**config.mk**
```make
export PLATFORM = sky130hd
export DESIGN_NAME = dtv_data_tenure
export DESIGN_NICKNAME = d
export VERILOG_FILES = /design/src/design/dtv_pkg.sv /design/src/design/dtv_data_tenure.sv
export VERILOG_INCLUDE_DIRS = /design/src /design/src/design
export SDC_FILE = /design/constraint.sdc
export NUM_CORES = 1
export LEC_CHECK = 0
export ABC_AREA = 1
export ABC_CLOCK_PERIOD_IN_PS = 4050
export BUFFER_PORTS_ARGS = -buffer_cell sky130_fd_sc_hd__buf_4
export CAP_MARGIN = 20
export CORE_MARGIN = 1.5
export CORE_UTILIZATION = 30
export CTS_CLUSTER_SIZE = 10
export DETAILED_ROUTE_END_ITERATION = 7
export PLACE_DENSITY = 0.54
export SLEW_MARGIN = 10
export SYNTH_ARGS = -nofsm -noshare
export SYNTH_HDL_FRONTEND = slang
export SYNTH_SLANG_ARGS = --single-unit
```
**constraint.sdc**
```tcl
create_clock -name ref_clk -period 4.05 [get_ports ref_clk]
set_clock_uncertainty 0.1 [all_clocks]
set_input_delay 0.405 -clock ref_clk [delete_from_list [all_inputs] [get_ports ref_clk]]
set_output_delay 0.405 -clock ref_clk [all_outputs]
set_load 0.01 [all_outputs]
```
**src/design/dtv_map.svh**
```systemverilog
// constants for the data tenure valid/termination block
// assumes one bus clock; all pin levels are active high logical values
//
// Functional notes
// - source holds valid from first cycle through last beat
// - use primary valid line when recently free
// - use alternate line after other primary use
// - line choice fixed within one tenure
// - either valid line marks a received beat
// - both lines negated mid-burst means stall
// - valid lines sampled every tenure cycle
// - termination follows each beat; last ends tenure
// - occupied asserted on all but final cycle
// - occupied negated on receive marks last beat
// - snoop push cache error drives error flag
// - copyback cache error drives error flag
// - error flag driven two cycles after valid
// - error flag sampled two cycles after valid
// - checkstop condition drives fatal halt output
// - start only after grant and two idle cycles
// - beats of one tag complete together (no tag is tracked here; each tenure's beats go out back to back)
`ifndef DTV_MAP_SVH
`define DTV_MAP_SVH
`define DTV_CNT_W 3
`define DTV_MAX_BEATS 4
`define DTV_ERR_LAG 2
`define DTV_PRI_LOOKBACK 2
`define DTV_IDLE_MIN 2
`define DTV_KIND_W 2
`define DTV_KIND_STORE 2'h0
`define DTV_KIND_PUSH 2'h1
`define DTV_KIND_COPYBACK 2'h2
`endif

```
**src/design/dtv_pkg.sv**
```systemverilog
// types shared by the data tenure block
// assumes dtv_map.svh is on the include path
`include "dtv_map.svh"
package dtv_pkg;
  typedef enum logic [1:0] {DTV_TX_IDLE, DTV_TX_WAIT, DTV_TX_SEND} dtv_tx_t;
  typedef struct packed {
    dtv_tx_t st;
    logic [`DTV_CNT_W-1:0] left;
    logic err_en;
    logic pri_hist;
    logic occ_idle;
    logic pri_o;
    logic pri_oe;
    logic alt_o;
    logic alt_oe;
    logic occ_o;
    logic occ_oe;
    logic take;
    logic e1;
    logic e1v;
    logic err_o;
    logic err_oe;
    logic busy;
    logic done;
    logic rx_act;
    logic rx_beat;
    logic rx_last;
    logic rx_p2;
    logic rx_errv;
    logic rx_err;
    logic halt;
  } dtv_state_t;
endpackage

```
**src/design/dtv_data_tenure.sv**
```systemverilog
// data tenure valid, occupied and error signalling for one bus agent
// assumes bus pins are resolved outside; inputs synchronous to ref_clk
`timescale 1ns/1ps
`include "dtv_map.svh"
module dtv_data_tenure import dtv_pkg::*; #(
  parameter int MAX_BEATS = `DTV_MAX_BEATS
) (
  // clock and reset
  input wire logic ref_clk,
  input wire logic reset,
  // transmit request side
  input wire logic tx_start,
  input wire logic [`DTV_CNT_W-1:0] tx_beats,
  input wire logic [`DTV_KIND_W-1:0] tx_kind,
  input wire logic tx_err_l1_parity,
  input wire logic tx_err_l2_uncorr,
  output logic tx_busy,
  output logic tx_beat_take,
  output logic tx_done,
  // receive side
  input wire logic rx_expect,
  output logic rx_beat,
  output logic rx_last,
  output logic rx_err_valid,
  output logic rx_err,
  // checkstop
  input wire logic checkstop_cond,
  output logic fatal_halt,
  // bus pins
  input wire logic data_bus_grant,
  input wire logic valid_line_primary_in,
  output logic valid_line_primary_out,
  output logic valid_line_primary_oe,
  input wire logic valid_line_alternate_in,
  output logic valid_line_alternate_out,
  output logic valid_line_alternate_oe,
  input wire logic data_bus_occupied_in,
  output logic data_bus_occupied_out,
  output logic data_bus_occupied_oe,
  input wire logic beat_error_flag_in,
  output logic beat_error_flag_out,
  output logic beat_error_flag_oe
);

  // ---------------------------------------------------------------
  // elaboration checks
  // ---------------------------------------------------------------
  // refuse counts the beat counter cannot hold
  if (MAX_BEATS < 1 || MAX_BEATS >= (1 << `DTV_CNT_W)) begin : g_bad_beats
    $error("MAX_BEATS out of range for counter width");
  end

  localparam logic [`DTV_CNT_W-1:0] MAX_B = `DTV_CNT_W'(MAX_BEATS);
  localparam logic [`DTV_CNT_W-1:0] ONE_B = `DTV_CNT_W'(1);

  dtv_state_t s_q;
  dtv_state_t s_d;

  // clip a requested beat count into 1..MAX_BEATS
  function automatic logic [`DTV_CNT_W-1:0] clip_beats(
    input logic [`DTV_CNT_W-1:0] n
  );
    if (n == '0) begin
      clip_beats = ONE_B;
    end else if (n > MAX_B) begin
      clip_beats = MAX_B;
    end else begin
      clip_beats = n;
    end
  endfunction

  // ---------------------------------------------------------------
  // wire observations
  // ---------------------------------------------------------------
  logic driving;
  logic other_pri;
  logic any_valid;
  logic idle_ok;
  logic rx_ok;
  // own primary drive must not count as another master's use
  assign driving = s_q.pri_oe || s_q.alt_oe;
  assign other_pri = valid_line_primary_in && !s_q.pri_oe;
  assign any_valid = valid_line_primary_in || valid_line_alternate_in;
  // occupied negated this cycle and the one before
  assign idle_ok = !data_bus_occupied_in && s_q.occ_idle;
  assign rx_ok = rx_expect && !driving;

  // ---------------------------------------------------------------
  // next state
  // ---------------------------------------------------------------
  always_comb begin
    s_d = s_q;
    s_d.take = 1'b0;
    s_d.done = 1'b0;
    // history of the primary line and the occupied wire
    s_d.pri_hist = other_pri;
    s_d.occ_idle = !data_bus_occupied_in;
    case (s_q.st)
      DTV_TX_IDLE: begin
        if (tx_start) begin
          s_d.st = DTV_TX_WAIT;
          s_d.left = clip_beats(tx_beats);
          s_d.err_en = (tx_kind == `DTV_KIND_PUSH) ||
                       (tx_kind == `DTV_KIND_COPYBACK);
        end
      end
      DTV_TX_WAIT: begin
        if (data_bus_grant && idle_ok) begin
          s_d.st = DTV_TX_SEND;
          // pick line once per tenure from the last two cycles
          s_d.alt_oe = other_pri || s_q.pri_hist;
          s_d.pri_oe = !(other_pri || s_q.pri_hist);
          s_d.alt_o = s_d.alt_oe;
          s_d.pri_o = s_d.pri_oe;
          s_d.occ_oe = 1'b1;
          s_d.occ_o = (s_q.left > ONE_B);
          s_d.left = s_q.left - ONE_B;
          s_d.take = 1'b1;
        end
      end
      DTV_TX_SEND: begin
        if (s_q.left == '0) begin
          // final beat is on the bus this cycle: drives are released at the next edge
          s_d.st = DTV_TX_IDLE;
          s_d.pri_oe = 1'b0;
          s_d.alt_oe = 1'b0;
          s_d.pri_o = 1'b0;
          s_d.alt_o = 1'b0;
          s_d.occ_oe = 1'b0;
          s_d.occ_o = 1'b0;
          s_d.done = 1'b1;
        end else begin
          // no stalls: the line stays put until the last beat
          s_d.occ_o = (s_q.left > ONE_B);
          s_d.left = s_q.left - ONE_B;
          s_d.take = 1'b1;
        end
      end
      default: begin
        s_d.st = DTV_TX_IDLE;
      end
    endcase
    s_d.busy = (s_d.st != DTV_TX_IDLE);
    // error answer two cycles behind each driven beat
    s_d.e1v = s_q.take;
    s_d.e1 = s_q.take && s_q.err_en &&
             (tx_err_l1_parity || tx_err_l2_uncorr);
    s_d.err_oe = s_q.e1v;
    s_d.err_o = s_q.e1;
    // receive: every cycle is looked at, quiet cycles are stalls
    s_d.rx_beat = rx_ok && any_valid;
    s_d.rx_last = rx_ok && any_valid && !data_bus_occupied_in;
    if (!rx_ok) begin
      s_d.rx_act = 1'b0;
    end else if (any_valid) begin
      s_d.rx_act = data_bus_occupied_in;
    end
    s_d.rx_p2 = s_q.rx_beat;
    s_d.rx_errv = s_q.rx_p2;
    s_d.rx_err = s_q.rx_p2 && beat_error_flag_in;
    // checkstop is sticky until reset
    s_d.halt = s_q.halt || checkstop_cond;
  end

  // ---------------------------------------------------------------
  // state register
  // ---------------------------------------------------------------
  always_ff @(posedge ref_clk) begin
    if (reset) begin
      s_q <= '0;
      s_q.st <= DTV_TX_IDLE;
    end else begin
      s_q <= s_d;
    end
  end

  // outputs straight from the state register
  assign tx_busy = s_q.busy;
  assign tx_beat_take = s_q.take;
  assign tx_done = s_q.done;
  assign rx_beat = s_q.rx_beat;
  assign rx_last = s_q.rx_last;
  assign rx_err_valid = s_q.rx_errv;
  assign rx_err = s_q.rx_err;
  assign fatal_halt = s_q.halt;
  assign valid_line_primary_out = s_q.pri_o;
  assign valid_line_primary_oe = s_q.pri_oe;
  assign valid_line_alternate_out = s_q.alt_o;
  assign valid_line_alternate_oe = s_q.alt_oe;
  assign data_bus_occupied_out = s_q.occ_o;
  assign data_bus_occupied_oe = s_q.occ_oe;
  assign beat_error_flag_out = s_q.err_o;
  assign beat_error_flag_oe = s_q.err_oe;

  logic drv_valid;
  logic err_src;
  assign drv_valid = (s_q.pri_oe && s_q.pri_o) || (s_q.alt_oe && s_q.alt_o);
  assign err_src = tx_err_l1_parity || tx_err_l2_uncorr;
endmodule

```
* Word-level counts from Yosys, hierarchy flattened *
Cells that the tools add are included.

storage, ports and cells
  flip-flop bits (word level) = 27
  output and inout bits = 16

cells by class
  $add $sub $neg = 1
  magnitude comparators = 2
  equal/unequal tests = 8
  multiplexer cells = 15
  bitwise operators = 1
  reductions and logical operators = 30

operator list
  kind                   number
  $pmux W7 S2            1
  $logic_and A1 B1 Y1    9
  $mux W3                3
  $pmux W3 S3            1
  $ne A2 B2 Y1 const B   4
  $mux W7                1
  $logic_not A3 Y1       2
  $logic_or A1 B1 Y1     6
  $mux W6                1
  $pmux W2 S3            1
  $mux W5                1
  $eq A2 B1 Y1 const B   2
  $eq A2 B2 Y1 const B   2
  $logic_not A1 Y1       4
  $mux W1                4
  $mux W4                1
  $reduce_and A2 Y1      2
  $reduce_and A4 Y1      1
  $reduce_bool A2 Y1     2
  $gt A3 B1 Y1 const B   1
  $gt A3 B3 Y1 const B   1
  $reduce_and A3 Y1      1
  $reduce_bool A3 Y1     1
  $sub A3 B1 Y3 const B  1
  4 further kinds        4

* Logic depth before layout (Yosys ltp) *
Gate-level depths: netlist of the first run.

  depth after elaboration = 6
  mapped depth = 8
  depth with buffers taken out = 8

* Worst setup path before layout of the first run *
Ideal clock, no wire load.

  kind = flip-flop to flip-flop
  start = reg s_q[26] in the netlist's numbering
  end = reg s_q[24] in the netlist's numbering
  setup time = 0.064 ns
  data arrival time = 1.222 ns
  required time = 3.886 ns
  path slack = 2.664 ns
  cell stages (with the launch flop) = 8
  clock period less this slack = 1.386 ns
  cells stage by stage = dfxtp_1 inv_1 ha_1 inv_2 or2_0 a21oi_2 nor2_1 nor2_1

on the way
  word-level cells in the longest chain between the ends = 3
  elaborated cells on any way between the ends = 9
  those cells by class = eq/ne (5); mux (1); reduce/logical (3)

RTL lines
  item                                                                 RTL line               source
  start, declared                                                      dtv_data_tenure.sv:56  dtv_state_t s_q;
  $eq A2 B2 Y1, or another cell as far along                           dtv_data_tenure.sv:98  case (s_q.st)
  $ne A2 B2 Y1 (no source line) or $reduce_bool A3 Y1 (tied branches)  --
  $reduce_and A4 Y1 (no source line)                                   --

Parallel ways exist; a longest one is shown, timed or not.
A chain may end at the register's enable or synchronous reset.

* Final worst setup path of the first run *
Ends and elaborated chain as after synthesis.

==> impl_metrics.env, run 1 <==
export IMPL_outcome="finished, final reports clean"
export IMPL_grt_pass1_wl_mm=3.967
export IMPL_hp_class="input port to flip-flop"
export IMPL_cp_end_kind="flip-flop"
export IMPL_crit_start="s_q[26]"
export IMPL_cp_arrival_ns=1.67
export IMPL_die_w_um=64.51
export IMPL_finalHoldViolCount=0
export IMPL_ios=33
export IMPL_rsz0062_at_grt="no"
export IMPL_netlist_instances=155
export IMPL_cts_setup_buffers=0
export IMPL_reg2reg_depth=7
export IMPL_slew_viol_final=0
export IMPL_power_density_nw_per_um2=348.2
export IMPL_leakage_nw=0.7374
export IMPL_rows=22
export IMPL_portBuffers=32
export IMPL_overflow=0
export IMPL_cp_start_kind="flip-flop"
export IMPL_setup_tns_ns=0
export IMPL_hold_depth=2
export IMPL_seq_area_um2=500.5
export IMPL_critPathKind="flip-flop to flip-flop"
export IMPL_layout_drive_gt1_share_pct=20.86
export IMPL_clk_pin_slew_ns=0.09
export IMPL_cts_root_buffer_cell="clkbuf_8"
export IMPL_viasPerCell=4.370
export IMPL_yosysTopAreaCellShare_pct=44.10
export IMPL_drc=0
export IMPL_pre_cts_ws_ns=2.508
export IMPL_dr_pass1_iters=4
export IMPL_max_flop_register="s_q"
export IMPL_synth_area_top_cells="dfxtp_1, nand2_1, inv_1"
export IMPL_synth_warnings=0
export IMPL_cts_sinks=25
export IMPL_yosys_area_top_type="dfxtp_1"
export IMPL_nets=212
export IMPL_setup_ws_ns=2.497
export IMPL_wl_per_cell_um=9.919
export IMPL_place_congestion=0.9402
export IMPL_finalCritPeriodShare_pct=38.34
export IMPL_syn_area_um2=1135
export IMPL_tightest_slew_ns=0.2441
export IMPL_r2r_start="s_q[26]"
export IMPL_maxCapViolations=0
export IMPL_largest_reg_flops=8
export IMPL_finalCriticalPeriod_ns=1.553
export IMPL_grt_total_usage_pct=11.71
export IMPL_synth_seq_area_share_pct=44.10
export IMPL_worst_path_max_fanout=7
export IMPL_avgSynthCellArea_um2=7.322
export IMPL_num_fill_cells=407
export IMPL_ant_nets=0
export IMPL_regToRegEndpoint="s_q[24]"
export IMPL_area_growth_pct=28.56
export IMPL_worstHoldEndpoint="s_q[20]"
export IMPL_hpwl_mm=1.801
export IMPL_ys_types=21
export IMPL_cts_resized=0
export IMPL_diodes=0
export IMPL_relSlewSlack_pct=83.67
export IMPL_clk_latency_ns=0.27
export IMPL_vias=1027
export IMPL_reg2reg_slack_ns=2.50
export IMPL_multi_input_area_um2=508.0
export IMPL_initial_core_util_pct=31.23
export IMPL_clockBufferDepth=2
export IMPL_hp_start="data_bus_occupied_in"
export IMPL_antenna_found_initial=0
export IMPL_setup_viol_count_final=0
export IMPL_htree_levels=1
export IMPL_ctsHoldBuffers=0
export IMPL_ir_drop_mv=0.1237
export IMPL_core_area_um2=3633
export IMPL_drt_wl_total_mm=2.331
export IMPL_drt_iter0_drc=45
export IMPL_grt_max_degree=19
export IMPL_die_area_um2=4161
export IMPL_synth_fp_nets=179
export IMPL_yosys_register_bits=25
export IMPL_max_freq_ghz=0.6439
export IMPL_die_height_um=64.51
export IMPL_cts_tree="yes"
export IMPL_required_ns=4.16
export IMPL_grt_pass1_vias=960
export IMPL_cts_buffers_inserted=3
## worst max path at each step
stage                         end  slack (ns)  depth (start not counted)
final                     s_q[24]        2.50                          7
after global routing      s_q[24]        2.35                          7
after CTS                 s_q[24]        2.48                          7
after detailed placement  s_q[24]        2.51                          7
after global placement    s_q[24]        2.50                          7
after floorplan           s_q[24]        2.66                          7
## critical path, stage by stage (launching register included)
cell	delay, ns
dfxtp_1	0.39
inv_1	0.08
ha_1	0.43
inv_2	0.06
or2_0	0.22
a21oi_2	0.10
nor2_1	0.05
nor2_1	0.08
## stage by stage
| stage | utilization (%) | cell area (um^2) | power, mW | hold slack (ns) | cells |
|---|---|---|---|---|---|
| global placement | 38.81 | 1410 | 0.3608 | 0.2907 | 231 |
| floorplan | - | 1135 | 0.3291 | 0.2883 | 155 |
| detailed placement | 38.81 | 1410 | 0.3622 | 0.2960 | 231 |
| CTS | 40.15 | 1459 | 0.5145 | 0.1982 | 235 |
| finish | 40.15 | 1459 | 0.5080 | 0.2070 | 235 |
| global route | 40.15 | 1459 | 0.5429 | 0.2014 | 235 |
## layer usage
| layer | wire length, um | global-route usage (%) | vias to the layer above |
|---|---|---|---|
| li1 | - | - | 542 |
| met1 | 1077 | 14.26 | 459 |
| met2 | 1105 | 20.44 | 22 |
| met3 | 111 | 2.431 | 4 |
| met4 | 37 | 3.989 | 0 |
| met5 | 0 | 0 | - |
## area by class of cell
cell class / count / area share [%]
Multi-Input combinational cell: 99 / 34.82
Sequential cell: 25 / 34.31
Timing Repair Buffer: 32 / 16.47
Inverter: 27 / 6.947
Tap cell: 48 / 4.117
Clock buffer: 3 / 2.830
Clock inverter: 1 / 0.5146
## power by group
| group | internal [mW] | switching [mW] |
|---|---|---|
| sequential | 0.257 | 0.00627 |
| combinational | 0.0405 | 0.0529 |
| clock | 0.0696 | 0.0813 |
| total | 0.368 | 0.140 |
## cell usage after synthesis, drive strengths merged
cell type	n
o211ai	2
xnor2	1
nand3b	2
nor3	2
buf	4
ha	7
a21oi	10
o21bai	1
or2	1
nand2	31
o211a	1
dfxtp	25
inv	27
nand4	1
nand3	12
o21ai	3
nor2	25
## cell usage in the layout, fill, tap and decap left out, types with 2 or more instances in the layout
master	count
o211ai_1	2
nor3_1	2
buf_4	32
ha_1	7
o21ai_0	3
nand3b_1	2
nor2_1	25
nand2_1	30
dfxtp_1	25
nand3_1	12
clkbuf_8	3
a21oi_1	9
inv_1	26
## kinds of logic (layout without fill, tap and decap cells)
family	after synthesis	in the layout	share of synthesized area, %
and+or+nand+nor	74	74	27.34
buffers and inverters	31	63	11.13
DFF	25	25	44.10
AOI/OAI and AO/OA	17	17	8.930
adders and majority gates	7	7	7.717
xor gates and xnor gates	1	1	0.7719
No activity file was read; power rests on OpenSTA's default activity.
==> run 2, diff against run 1 <==
--- a/config.mk
+++ b/config.mk
@@ -6,15 +6,15 @@
 export SDC_FILE = /design/constraint.sdc
 export NUM_CORES = 1
 export LEC_CHECK = 0
-export ABC_AREA = 1
-export ABC_CLOCK_PERIOD_IN_PS = 4050
+export ABC_AREA = 0
+export ABC_CLOCK_PERIOD_IN_PS = 1400
 export BUFFER_PORTS_ARGS = -buffer_cell sky130_fd_sc_hd__buf_4
 export CAP_MARGIN = 20
 export CORE_MARGIN = 1.5
 export CORE_UTILIZATION = 30
 export CTS_CLUSTER_SIZE = 10
 export DETAILED_ROUTE_END_ITERATION = 7
-export PLACE_DENSITY = 0.54
+export PLACE_DENSITY = 0.56
 export SLEW_MARGIN = 10
 export SYNTH_ARGS = -nofsm -noshare
 export SYNTH_HDL_FRONTEND = slang
==> constraint.sdc (replaced) <==
create_clock -name ref_clk -period 1.4 [get_ports ref_clk]
set_clock_uncertainty 0.1 [all_clocks]
set_input_delay 0.14 -clock ref_clk [delete_from_list [all_inputs] [get_ports ref_clk]]
set_output_delay 0.14 -clock ref_clk [all_outputs]
set_load 0.01 [all_outputs]
==> run 2 against run 1 <==
  * The run now ends with setup timing left
  * Non-clock buffer count up 28
  * Critical path depth down 2
  * Cell area up 29%
  * Global-route usage up 2.9 points
  * Wire length up 22%
  * Synthesized cell count down 28%
  * Total power rose to 3.2 times the previous value
  * Via count down 1.2%
  * Utilization up 14 points
  * Sequential power rose to 2.9 times the previous value
  * First-iteration DRC count down 13%
  * Setup slack worse by 2.8 ns
==> impl_metrics.env, run 2 <==
export IMPL_ys_types=37
export IMPL_drc=0
export IMPL_cts_root_buffer_cell="clkbuf_8"
export IMPL_max_freq_ghz=0.5732
export IMPL_num_fill_cells=292
export IMPL_place_congestion=0.8507
export IMPL_finalCriticalPeriod_ns=1.745
export IMPL_yosys_area_top_type="dfxtp_1"
export IMPL_grt_max_degree=23
export IMPL_setup_tns_ns=-2.185
export IMPL_layout_drive_gt1_share_pct=55.56
export IMPL_syn_area_um2=1107
export IMPL_final_util_pct=54.56
export IMPL_tightest_slew_ns=0.4023
export IMPL_clk_pin_slew_ns=0.09
export IMPL_power_density_nw_per_um2=862.8
export IMPL_overflow=0
export IMPL_wl_per_cell_um=13.12
export IMPL_area_growth_pct=69.60
export IMPL_synth_area_top_cells="dfxtp_1, ha_1, nor2b_1"
export IMPL_die_height_um=63.76
export IMPL_slew_viol_final=0
export IMPL_cp_arrival_ns=1.82
export IMPL_synth_seq_area_share_pct=45.20
export IMPL_synth_most_common_cell="dfxtp_1"
export IMPL_hpwl_mm=1.959
export IMPL_dp_cells=205
export IMPL_yosys_register_bits=25
export IMPL_setup_ws_ns=-0.3447
export IMPL_cp_start_kind="flip-flop"
export IMPL_finalHoldViolCount=0
export IMPL_synth_warnings=0
export IMPL_dr_pass1_iters=4
export IMPL_setup_viol_count_final=9
export IMPL_drt_iter0_drc=39
export IMPL_diodes=0
export IMPL_die_w_um=63.76
export IMPL_clockBufferDepth=2
export IMPL_viasPerCell=4.677
export IMPL_largest_reg_flops=8
export IMPL_relSlewSlack_pct=73.18
export IMPL_outcome="finished, violations left"
export IMPL_grt_total_usage_pct=14.61
export IMPL_antenna_found_initial=0
export IMPL_grt_pass1_vias=1058
export IMPL_yosysTopAreaCellShare_pct=45.20
export IMPL_htree_levels=1
export IMPL_ir_drop_mv=0.3783
export IMPL_violations="setup timing"
export IMPL_vias=1015
export IMPL_async_reset_ff_share_pct=0
export IMPL_pre_cts_ws_ns=-0.3450
export IMPL_layout_common_cells="buf_4, dfxtp_1, buf_6"
export IMPL_finalNonFillerCells=217
export IMPL_rows=21
export IMPL_rsz0062_at_grt="yes"
export IMPL_drt_wl_total_mm=2.847
export IMPL_synthFlopType="dfxtp_1"
export IMPL_finalPower_mw=1.620
export IMPL_core_area_um2=3442
export IMPL_cts_tree="yes"
export IMPL_leakage_nw=0.7994
export IMPL_final_common_cell="buf_4"
export IMPL_max_flop_register="s_q"
export IMPL_synth_common_cells="dfxtp_1, nor2_1, inv_1, nor2b_1"
export IMPL_netlist_instances=111
export IMPL_synth_fp_nets=135
export IMPL_finalCritPeriodShare_pct=124.6
export IMPL_cp_end_kind="flip-flop"
export IMPL_clk_latency_ns=0.26
export IMPL_initial_core_util_pct=32.17
export IMPL_grt_pass1_wl_mm=4.664
export IMPL_avgSynthCellArea_um2=9.976
export IMPL_ant_nets=0
export IMPL_critPathKind="flip-flop to flip-flop"
export IMPL_maxCapViolations=0
export IMPL_ios=33
export IMPL_hp_class="input port to flip-flop"
export IMPL_cts_buffers_inserted=3
export IMPL_cts_sinks=25
export IMPL_die_area_um2=4065
export IMPL_worst_path_max_fanout=3
export IMPL_nets=196
export IMPL_synth_enable_flop_cells=0
export IMPL_required_ns=1.48
export IMPL_portBuffers=32
-- run 2: changes by cell type after synthesis, moves of 3 or more --
cell      previous run  this run
nand2_1             30         1
inv_1               26         9
nor2_1              25        10
nand3_1             12         1
nor2b_1              0         9
nand2b_1             0         3
o21a_1               0         3
-- run 2: path summary, 6_finish.rpt --
check                             end  cells after the start  slack, ns              from
hold / removal                s_d[10]                      2       0.01  tx_err_l1_parity
setup reg to reg              s_q[23]                      5      -0.34           s_q[26]
setup / recovery              s_q[23]                      5      -0.34           s_q[26]
hold reg to reg   beat_error_flag_out                      1       0.35           s_d[10]
-- run 2: layout make-up --
class / count / area (um^2) / area share, %
well taps: 46 / 57.56 / 3.065
repair buffers: 60 / 490.5 / 26.12
multi-input cells: 73 / 734.5 / 39.11
inverters: 9 / 38.79 / 2.065
clock buffers: 3 / 41.29 / 2.199
flip-flops and latches: 25 / 510.5 / 27.18
clock inverters: 1 / 5.005 / 0.2665
-- run 2: logic make-up after synthesis --
family | Yosys count | synth area share (%)
xor gates and xnor gates | 1 | 0.7911
AOI/OAI and AO/OA | 27 | 19.32
and+or+nand+nor | 38 | 21.69
adders and majority gates | 7 | 7.909
buffers and inverters | 13 | 5.084
DFF | 25 | 45.20
-- run 2: through the flow --
step	instance area, um^2	hold WS (ns)
4_1_cts	1812	0.01372
3_3_place_gp	1567	0.2280
5_1_grt	1878	0.01264
6_report	1878	0.009502
3_5_place_dp	1567	0.2299
2_1_floorplan	1141	0.1116
-- run 2: power by group --
group | internal (mW) | switching (mW) | leakage (nW)
Combinational | 0.237 | 0.200 | 0.568
Clock | 0.199 | 0.225 | 0.0255
Sequential | 0.740 | 0.0197 | 0.206
Total | 1.18 | 0.445 | 0.799
-- run 2: metal layers --
metal | routed length [um] | part of all wire, % | track usage [%] | up-vias
li1 | - | - | - | 508
met1 | 1208 | 42 | 16.61 | 478
met5 | 0 | 0 | 0 | -
met3 | 102 | 3.6 | 1.937 | 2
met4 | 41 | 1.4 | 6.522 | 0
met2 | 1494 | 52 | 26.97 | 27
-- run 2: critical path, cell delays in order, from the launching register on --
cell	delay, ns
dfxtp_4	0.39
inv_4	0.05
ha_4	0.15
and3b_2	0.22
or4_4	0.50
a221oi_2	0.25
-- run 2: timing repair --
item / in CTS / in global routing
gates resized for setup: 29 / 14
hold endpoints to repair: 5 / 0
pin swaps: 10 / 4
buffers inserted: 4 / 0
hold buffers: 4 / 0
endpoints found under the setup margin: 11 / 12
